<file path="src/core/gsf_pkg.sv">
// Purpose: constants for the group sync/freeze command block
// Assumes: one 200 MHz clock, synchronous reset
// Notes: command codes and network defaults live here
package gsf_pkg;
  // ==========================================
  // control word layout
  localparam int GRP_LSB = 0;
  localparam int GRP_MSB = 7;
  localparam int CMD_LSB = 8;
  localparam int CMD_MSB = 15;
  localparam int TRIG_BIT = 15;
  localparam logic [15:0] CTRL_RST = 16'h0000;
  // ==========================================
  // command codes in the command byte
  localparam logic [7:0] CMD_UNFREEZE = 8'h04;
  localparam logic [7:0] CMD_FREEZE = 8'h08;
  localparam logic [7:0] CMD_UNSYNC = 8'h10;
  localparam logic [7:0] CMD_SYNC = 8'h20;
  localparam logic [7:0] CMD_TRIG = 8'h80;
  // ==========================================
  // network settings
  localparam logic [6:0] STATION_RST = 7'h00;
  localparam logic [6:0] STATION_MAX_SLOW = 7'h3b;
  localparam logic [6:0] HSA_RST = 7'h7e;
  localparam logic [3:0] BAUD_RST = 4'h5;
  localparam logic [3:0] BAUD_MAX = 4'h8;
  localparam logic [24:0] TTR_MAX = 25'd20971200;
  localparam logic [24:0] TTR_RST = 25'd1872;
  localparam int CLK_HZ = 200000000;
  // bit-time dividers per baud index, in clock cycles
  localparam logic [15:0] BIT_DIV_RST = 16'h0000;
  localparam logic [15:0] BIT_DIV_9K6 = 16'(CLK_HZ / 9600);
  localparam logic [15:0] BIT_DIV_19K2 = 16'(CLK_HZ / 19200);
  localparam logic [15:0] BIT_DIV_93K75 = 16'(CLK_HZ / 93750);
  localparam logic [15:0] BIT_DIV_187K5 = 16'(CLK_HZ / 187500);
  localparam logic [15:0] BIT_DIV_500K = 16'(CLK_HZ / 500000);
  localparam logic [15:0] BIT_DIV_1M5 = 16'(CLK_HZ / 1500000);
  localparam logic [15:0] BIT_DIV_3M = 16'(CLK_HZ / 3000000);
  localparam logic [15:0] BIT_DIV_6M = 16'(CLK_HZ / 6000000);
  localparam logic [15:0] BIT_DIV_12M = 16'(CLK_HZ / 12000000);
  typedef enum logic [2:0] {
    GSF_OP_NONE,
    GSF_OP_UNFREEZE,
    GSF_OP_FREEZE,
    GSF_OP_UNSYNC,
    GSF_OP_SYNC
  } gsf_op_t;
endpackage : gsf_pkg

</file>
<file path="src/core/gsf_ctrl.sv">
// Behaviour
// - low byte selects target slave groups
// - group mask bit n selects group n
// - send to slaves in any selected group
// - 0x04 unfreeze, 0x08 freeze decoded
// - 0x10 unsync, 0x20 sync decoded
// - bit 15 is the send trigger
// - send once on each trigger edge
// - control word is one 16-bit word
// - station address defaults to zero
// - slow rate limits station to 59
// - nine bit rates, default 1.5M
// - highest polled station defaults to 126
// - token rotation time capped at maximum
// - bit-time tick from selected bit rate
//
// Purpose: group sync/freeze command issue and master network settings
// Assumes: inputs synchronous to clk_sys_i; slaves keep their own hold state
// Notes: the command byte may carry several codes; each set code is issued
`timescale 1ns/1ps
module gsf_ctrl (
  // clock and reset
  input wire logic clk_sys_i,
  input wire logic srst_i,
  // control word write port
  input wire logic ctrl_we_i,
  input wire logic [15:0] ctrl_wdata_i,
  output logic [15:0] ctrl_rdata_o,
  // network settings
  input wire logic cfg_we_i,
  input wire logic [6:0] cfg_station_i,
  input wire logic [3:0] cfg_baud_i,
  input wire logic [6:0] cfg_hsa_i,
  input wire logic [24:0] cfg_ttr_i,
  output logic [6:0] station_o,
  output logic [3:0] baud_o,
  output logic [6:0] hsa_o,
  output logic [24:0] ttr_o,
  output logic bit_tick_o,
  // slave membership and command output
  input wire logic [7:0] slave_groups_i,
  output logic cmd_valid_o,
  output logic [7:0] cmd_code_o,
  output logic [7:0] cmd_groups_o,
  output logic slave_hit_o
);
  import gsf_pkg::*;

  // ==========================================
  // control word register
  logic [15:0] ctrl_r;
  logic trig_prev_r;
  logic trig_edge;

  always_ff @(posedge clk_sys_i) begin
    if (srst_i) begin
      ctrl_r <= CTRL_RST;
    end else if (ctrl_we_i) begin
      ctrl_r <= ctrl_wdata_i;
    end
  end
  assign ctrl_rdata_o = ctrl_r;

  always_ff @(posedge clk_sys_i) begin
    if (srst_i) begin
      trig_prev_r <= 1'b0;
    end else begin
      trig_prev_r <= ctrl_r[TRIG_BIT];
    end
  end
  assign trig_edge = ctrl_r[TRIG_BIT] ^ trig_prev_r;

  // ==========================================
  // command issue
  always_ff @(posedge clk_sys_i) begin
    if (srst_i) begin
      cmd_valid_o <= 1'b0;
      cmd_code_o <= 8'h00;
      cmd_groups_o <= 8'h00;
    end else begin
      cmd_valid_o <= trig_edge;
      if (trig_edge) begin
        // keep only the known codes, trigger stripped
        cmd_code_o <= ctrl_r[CMD_MSB:CMD_LSB] &
          (CMD_UNFREEZE | CMD_FREEZE | CMD_UNSYNC | CMD_SYNC);
        cmd_groups_o <= ctrl_r[GRP_MSB:GRP_LSB];
      end
    end
  end

  // any shared group addresses the slave
  assign slave_hit_o = cmd_valid_o && ((cmd_groups_o & slave_groups_i) != 8'h00);

  // ==========================================
  // network settings
  logic [6:0] station_r;
  logic [3:0] baud_r;
  logic [6:0] hsa_r;
  logic [24:0] ttr_r;
  logic [3:0] baud_nxt;
  logic [6:0] station_nxt;

  always_comb begin
    baud_nxt = (cfg_baud_i > BAUD_MAX) ? BAUD_MAX : cfg_baud_i;
    station_nxt = cfg_station_i;
    if (baud_nxt == 4'h0 && cfg_station_i > STATION_MAX_SLOW) begin
      station_nxt = STATION_MAX_SLOW;
    end
  end

  always_ff @(posedge clk_sys_i) begin
    if (srst_i) begin
      station_r <= STATION_RST;
      baud_r <= BAUD_RST;
      hsa_r <= HSA_RST;
      ttr_r <= TTR_RST;
    end else if (cfg_we_i) begin
      station_r <= station_nxt;
      baud_r <= baud_nxt;
      hsa_r <= cfg_hsa_i;
      ttr_r <= (cfg_ttr_i > TTR_MAX) ? TTR_MAX : cfg_ttr_i;
    end
  end
  assign station_o = station_r;
  assign baud_o = baud_r;
  assign hsa_o = hsa_r;
  assign ttr_o = ttr_r;

  // ==========================================
  // bit-time tick divider
  function automatic logic [15:0] bit_div(input logic [3:0] idx);
    case (idx)
      4'h0: bit_div = BIT_DIV_9K6;
      4'h1: bit_div = BIT_DIV_19K2;
      4'h2: bit_div = BIT_DIV_93K75;
      4'h3: bit_div = BIT_DIV_187K5;
      4'h4: bit_div = BIT_DIV_500K;
      4'h5: bit_div = BIT_DIV_1M5;
      4'h6: bit_div = BIT_DIV_3M;
      4'h7: bit_div = BIT_DIV_6M;
      default: bit_div = BIT_DIV_12M;
    endcase
  endfunction : bit_div

  logic [15:0] div_cnt_r;
  always_ff @(posedge clk_sys_i) begin
    if (srst_i) begin
      div_cnt_r <= BIT_DIV_RST;
      bit_tick_o <= 1'b0;
    end else if (div_cnt_r >= bit_div(baud_r) - 16'h0001) begin
      div_cnt_r <= BIT_DIV_RST;
      bit_tick_o <= 1'b1;
    end else begin
      div_cnt_r <= div_cnt_r + 16'h0001;
      bit_tick_o <= 1'b0;
    end
  end

  // ==========================================
  // checks
  property p_edge_issue;
    @(posedge clk_sys_i) disable iff (srst_i)
    trig_edge |=> cmd_valid_o;
  endproperty
  a_edge_issue: assert property (p_edge_issue) else $error("trigger edge not issued");

  property p_no_edge_quiet;
    @(posedge clk_sys_i) disable iff (srst_i)
    !trig_edge |=> !cmd_valid_o;
  endproperty
  a_no_edge_quiet: assert property (p_no_edge_quiet) else $error("spurious command");

  property p_groups;
    @(posedge clk_sys_i) disable iff (srst_i)
    trig_edge |=> cmd_groups_o == $past(ctrl_r[7:0]);
  endproperty
  a_groups: assert property (p_groups) else $error("group mask wrong");

  property p_code;
    @(posedge clk_sys_i) disable iff (srst_i)
    trig_edge |=> cmd_code_o == ($past(ctrl_r[15:8]) & 8'h3c);
  endproperty
  a_code: assert property (p_code) else $error("command code wrong");

  property p_no_trig_in_code;
    @(posedge clk_sys_i) disable iff (srst_i)
    cmd_valid_o |-> !cmd_code_o[7];
  endproperty
  a_no_trig_in_code: assert property (p_no_trig_in_code) else $error("trigger leaked");

  property p_hit;
    @(posedge clk_sys_i) disable iff (srst_i)
    slave_hit_o |-> (cmd_groups_o & slave_groups_i) != 8'h00;
  endproperty
  a_hit: assert property (p_hit) else $error("slave hit without group");

  property p_one_shot;
    @(posedge clk_sys_i) disable iff (srst_i)
    cmd_valid_o && !$past(ctrl_we_i) |=> !cmd_valid_o;
  endproperty
  a_one_shot: assert property (p_one_shot) else $error("command repeated");

  property p_slow_station;
    @(posedge clk_sys_i) disable iff (srst_i)
    baud_r == 4'h0 |-> station_r <= 7'h3b;
  endproperty
  a_slow_station: assert property (p_slow_station) else $error("station too high");

  property p_ttr;
    @(posedge clk_sys_i) disable iff (srst_i)
    ttr_r <= 25'd20971200;
  endproperty
  a_ttr: assert property (p_ttr) else $error("rotation time over max");

  property p_baud;
    @(posedge clk_sys_i) disable iff (srst_i)
    baud_r <= 4'h8;
  endproperty
  a_baud: assert property (p_baud) else $error("baud index out of range");

  property p_reset_vals;
    @(posedge clk_sys_i)
    srst_i |=> station_r == 7'h00 && hsa_r == 7'h7e && baud_r == 4'h5;
  endproperty
  a_reset_vals: assert property (p_reset_vals) else $error("bad reset values");

  property p_reset_cmd;
    @(posedge clk_sys_i)
    srst_i |=> !cmd_valid_o && cmd_code_o == 8'h00 && cmd_groups_o == 8'h00 && !trig_edge;
  endproperty
  a_reset_cmd: assert property (p_reset_cmd) else $error("command state after reset");

  property p_known_codes;
    @(posedge clk_sys_i) disable iff (srst_i)
    cmd_valid_o |-> (cmd_code_o & 8'hc3) == 8'h00;
  endproperty
  a_known_codes: assert property (p_known_codes) else $error("unknown code issued");

  property p_hit_shared;
    @(posedge clk_sys_i) disable iff (srst_i)
    cmd_valid_o && ((cmd_groups_o & slave_groups_i) != 8'h00) |-> slave_hit_o;
  endproperty
  a_hit_shared: assert property (p_hit_shared) else $error("member slave missed");

  property p_hit_idle;
    @(posedge clk_sys_i) disable iff (srst_i)
    !cmd_valid_o |-> !slave_hit_o;
  endproperty
  a_hit_idle: assert property (p_hit_idle) else $error("slave hit without command");

  property p_cmd_hold;
    @(posedge clk_sys_i) disable iff (srst_i)
    !$past(srst_i) && !cmd_valid_o |-> $stable(cmd_code_o) && $stable(cmd_groups_o);
  endproperty
  a_cmd_hold: assert property (p_cmd_hold) else $error("command fields moved");

  property p_write_lands;
    @(posedge clk_sys_i) disable iff (srst_i)
    ctrl_we_i |=> ctrl_r == $past(ctrl_wdata_i);
  endproperty
  a_write_lands: assert property (p_write_lands) else $error("control write lost");

  property p_settings_hold;
    @(posedge clk_sys_i) disable iff (srst_i)
    !$past(srst_i) && !$past(cfg_we_i) |->
      $stable(station_r) && $stable(baud_r) && $stable(hsa_r) && $stable(ttr_r);
  endproperty
  a_settings_hold: assert property (p_settings_hold) else $error("settings moved");

  property p_station_load;
    @(posedge clk_sys_i) disable iff (srst_i)
    cfg_we_i && cfg_baud_i != 4'h0 |=> station_r == $past(cfg_station_i);
  endproperty
  a_station_load: assert property (p_station_load) else $error("station not loaded");

  property p_hsa_load;
    @(posedge clk_sys_i) disable iff (srst_i)
    cfg_we_i |=> hsa_r == $past(cfg_hsa_i);
  endproperty
  a_hsa_load: assert property (p_hsa_load) else $error("highest station not loaded");

  property p_ttr_load;
    @(posedge clk_sys_i) disable iff (srst_i)
    cfg_we_i && cfg_ttr_i <= TTR_MAX |=> ttr_r == $past(cfg_ttr_i);
  endproperty
  a_ttr_load: assert property (p_ttr_load) else $error("rotation time not loaded");

  property p_baud_load;
    @(posedge clk_sys_i) disable iff (srst_i)
    cfg_we_i && cfg_baud_i <= BAUD_MAX |=> baud_r == $past(cfg_baud_i);
  endproperty
  a_baud_load: assert property (p_baud_load) else $error("baud index not loaded");

  property p_tick_pulse;
    @(posedge clk_sys_i) disable iff (srst_i)
    bit_tick_o |=> !bit_tick_o;
  endproperty
  a_tick_pulse: assert property (p_tick_pulse) else $error("bit tick too long");

  property p_tick_cnt;
    @(posedge clk_sys_i) disable iff (srst_i)
    bit_tick_o |-> div_cnt_r == BIT_DIV_RST;
  endproperty
  a_tick_cnt: assert property (p_tick_cnt) else $error("tick without counter wrap");

  c_rise: cover property (@(posedge clk_sys_i) disable iff (srst_i)
    trig_edge && ctrl_r[15]);
  c_fall: cover property (@(posedge clk_sys_i) disable iff (srst_i)
    trig_edge && !ctrl_r[15]);
  c_sync_hit: cover property (@(posedge clk_sys_i) disable iff (srst_i)
    slave_hit_o && cmd_code_o[5]);
  c_freeze: cover property (@(posedge clk_sys_i) disable iff (srst_i)
    cmd_valid_o && cmd_code_o[3]);
  c_unsync_hit: cover property (@(posedge clk_sys_i) disable iff (srst_i)
    slave_hit_o && cmd_code_o[4]);
endmodule : gsf_ctrl

</file>
<file path="config.mk">
export PLATFORM = sky130hd
export DESIGN_NAME = gsf_ctrl
export DESIGN_NICKNAME = d
export VERILOG_FILES = /design/src/core/gsf_pkg.sv /design/src/core/gsf_ctrl.sv
export SDC_FILE = /design/constraint.sdc
export NUM_CORES = 1
export LEC_CHECK = 0
export BUFFER_PORTS_ARGS = -buffer_cell sky130_fd_sc_hd__buf_2
export CAP_MARGIN = 20
export CORE_UTILIZATION = 51
export CTS_BUF_LIST = sky130_fd_sc_hd__clkbuf_4 sky130_fd_sc_hd__clkbuf_8 sky130_fd_sc_hd__clkbuf_16
export DETAILED_ROUTE_END_ITERATION = 16
export PLACE_DENSITY = 0.77
export SLEW_MARGIN = 20
export SYNTH_ARGS = -nofsm -noshare
export SYNTH_HDL_FRONTEND = slang
export SYNTH_SLANG_ARGS = --single-unit
export TNS_END_PERCENT = 30
</file>
<file path="constraint.sdc">
create_clock -name clk_sys_i -period 3.67 [get_ports clk_sys_i]
set_input_delay 0.5505 -clock clk_sys_i [delete_from_list [all_inputs] [get_ports clk_sys_i]]
set_output_delay 0.5505 -clock clk_sys_i [all_outputs]
set_load 0.01 [all_outputs]
</file>
==> run_results.csv <==
group,metric,value,unit
pwr,switchingPower,699,µW
placed_design,gp_congestion,0.877,
critical_path,critPathBufInv,1,
critical_path,path_cells,"buf_4 > nor4_4 > o211ai_2 > or4_1 > a31oi_1 > ha_1 > nand4_1 > nor4_1 > a22o_1 > nor3_1",
placed_design,io_buffers,144,
worst_hold_path,holdCritStartpoint,"cfg_hsa_i[4]",
timing,setup_viol,0,
clocking,clkLatencyLatePin,0.37,ns
floorplanning,die_area,9310,µm²
critical_path,worst_path_max_delay_cell,"a22o_1",
grt,grt_max_degree,43,
critical_path,setup.worst_path.class,"flop to flop",
pwr,p_leak,0.00260,µW
timing,rsz0062_at_grt,"false",
final_layout,antennaDiodeCount,0,
critical_path,critPathLaunchType,"flop",
yosys,ys_seq_area_frac,0.449,
critical_path,cp-end-kind,"flop",
clocking,cts_setup_buffers,0,
pwr,combPwrFrac,0.166,
yosys,ys_ff_latch,102,
worst_hold_path,whs_endpoint,"hsa_o[4]",
outcome,status,"complete, no violations",
pwr,switching_share,0.294,
pwr,ir_worst_vdd,0.264,mV
worst_hold_path,whs_path_depth,3,
yosys,synth.distinct_cells,63,
final_layout,multi_input_area,2300,µm²
clocking,cts.sinks,102,
yosys,syn_inst,497,
yosys,async_flop_share,0,
pwr,power_density,430,nW/µm²
critical_path,r2r-start,"baud_o[3]",
timing,finalCritPeriodShare,0.896,
routing,dr.pass1.iters,4,
routing,ant_nets,0,
critical_path,crit_family,"simple AND/OR/NAND/NOR gates",
grt,antenna_found_initial,0,
pwr,total_power,2380,µW
yosys,ys.warnings.count,0,
timing,relSlewSlack,0.378,
timing,whs,0.392,ns
final_layout,final_cell_mix,"buf_2, dfxtp_1, nor2_1",
clocking,cts_root_buf,"clkbuf_8",
critical_path,worstRegToRegCells,10,
grt,grt_pass1_wl,17.9,mm
critical_path,cp.required,3.89,ns
routing,drt_iter0_drc,118,
clocking,post_cts_hold_buffer_count,0,
timing,slew_viol_final,0,
timing,fmaxAchievable,304,MHz
timing,worst_pin_slew,0.930,ns
floorplanning,io_pins,149,
timing,finalClockSkew,0.0152,ns
floorplanning,initial_core_util,0.525,
final_layout,drive_above_1_share,0.281,
critical_path,arrival,3.51,ns
final_layout,final_common_cell,"buf_2",
placed_design,hpwl,8.49,mm
placed_design,dpl.cell_count,729,
routing,wl_per_cell,15.0,µm
floorplanning,rows,34,
clocking,cts_buffer_depth,2,
floorplanning,coreArea,8680,µm²
floorplanning,die_y,96.5,µm
routing,vias,4125,
job,maxCapViolCount,0,
timing,finalSetupTns,0,ns
grt,grt_pass1_vias,3921,
clocking,htree_levels,3,
critical_path,cpPeakStageDelay,0.59,ns
critical_path,r2r_slack,0.38,ns
yosys,synth_edf_count,0,
yosys,syn_area,4550,µm²
clocking,cts_resized,0,
final_layout,regArea,2040,µm²
worst_hold_path,hp-class,"input port to flop",
pwr,p_seq_frac,0.515,
routing,drcViolationCount,0,
grt,grt_overflow_total,0,
critical_path,path_max_fanout,16,
clocking,cts-buffers-inserted,9,
timing,period_needed,3.29,ns
yosys,post_synth.cell_area_avg,9.16,µm²
timing,hold_viol_final,0,
final_layout,final_cells,745,
yosys,ys.flop_type,"dfxtp_1",
final_layout,fillers,769,
clocking,path_clk_slew,0.11,ns
routing,vias_per_cell,5.54,
routing,wl,11.2,mm
grt,grtUsageTotal,0.247,
pwr,p_int,1680,µW
clocking,cts_tree,"done",
floorplanning,die_x,96.5,µm
pwr,p_clk_frac,0.319,
critical_path,r2r-end,"div_cnt_r[2]",
final_layout,nNetsFinal,725,
final_layout,areaGrowthSynthToFinish,21.8,%
[layer usage]
| layer | up-vias | global-route usage | wire length (µm) |
|---|---|---|---|
| li1 | 2020 | - | - |
| met1 | 1964 | 0.289 | 4710 |
| met2 | 119 | 0.422 | 5640 |
| met3 | 22 | 0.0743 | 622 |
| met4 | 0 | 0.0993 | 222 |
| met5 | - | 0 | 0 |
[tightest hold or removal path: stages]
cell and delay [ns]:
buf_2 0.08, mux2i_1 0.05, nand2_1 0.06
[power by group through the flow]
stage	logic, µW	registers, µW	clock network (µW)
3_5_place_dp	396	1250	0
6_report	396	1230	761
4_1_cts	397	1230	778
5_1_grt	442	1240	824
2_1_floorplan	226	1260	0
3_3_place_gp	378	1250	0
[Yosys cell counts, types with 2 or more instances]
cell      number  area, µm²
buf_1          2       7.51
a31oi_1        3       18.8
o221a_1        2       22.5
nand2b_1       2       12.5
inv_2          3       11.3
xor2_1         7       61.3
and3_1         6       37.5
a41oi_1        2       17.5
o221a_2        3       33.8
or4_1          2       15.0
a21oi_1       26        130
dfxtp_1      102       2040
or3_1          4       25.0
buf_2          4       20.0
inv_1         23       86.3
a22oi_1        6       45.0
a32o_1         3       30.0
nor3_1        22        110
nand4_1       10       62.6
o21a_1         2       15.0
ha_1          22        275
and2_1         4       25.0
a211oi_1      14        105
clkbuf_1      15       56.3
o211ai_1       2       15.0
nor2b_1        5       31.3
nor2_1        52        195
a21o_1         6       45.0
nor4_1         5       31.3
xnor2_1       13        114
nand2_1       46        173
buf_4          4       30.0
o21ai_0        8       40.0
a22o_1         2       17.5
mux2i_1       26        260
a221o_1        3       30.0
nand3_1        7       35.0
a31o_2         3       26.3
and4_1         2       17.5
[metrics by stage]
step                      setup WS, ns  instance area, µm²  utilization
final                            0.381                5540        0.639
after detailed placement         0.413                5320        0.613
after global placement           0.649                5320        0.613
after CTS                        0.383                5540        0.638
after floorplan                  0.485                4560            -
after global routing            0.0790                5540        0.639
[worst max-delay path by stage]
stage | endpoint | cells after the start | start | slack, ns
2_1_floorplan | div_cnt_r[10] | 13 | baud_o[3] | 0.48
4_1_cts | div_cnt_r[2] | 10 | baud_o[3] | 0.38
3_3_place_gp | div_cnt_r[2] | 10 | baud_o[3] | 0.65
6_report | div_cnt_r[2] | 10 | baud_o[3] | 0.38
3_5_place_dp | div_cnt_r[2] | 10 | baud_o[3] | 0.41
5_1_grt | div_cnt_r[2] | 11 | baud_o[3] | 0.08
[logic make-up (layout without fill, tap and decap cells)]
kind of cell,after synthesis,in the layout,share of synthesized area
adder cells (fa/ha/maj),22,22,0.0605
XOR/XNOR,20,20,0.0385
AND/OR/NAND/NOR,177,177,0.192
multiplexers,28,28,0.0621
AO/OA/AOI/OAI,94,94,0.147
other,1,4,0.000824
buffers and inverters,53,190,0.0498
flip-flops,102,102,0.449
[final cells by class]
class	count	area share
clock buffers	9	0.0223
clock inverters	7	0.0172
inverters	27	0.0183
multi-input cells	345	0.415
flip-flops and latches	102	0.368
well taps	108	0.0244
repair buffers	147	0.134
No activity file was read; power rests on OpenSTA's default activity.
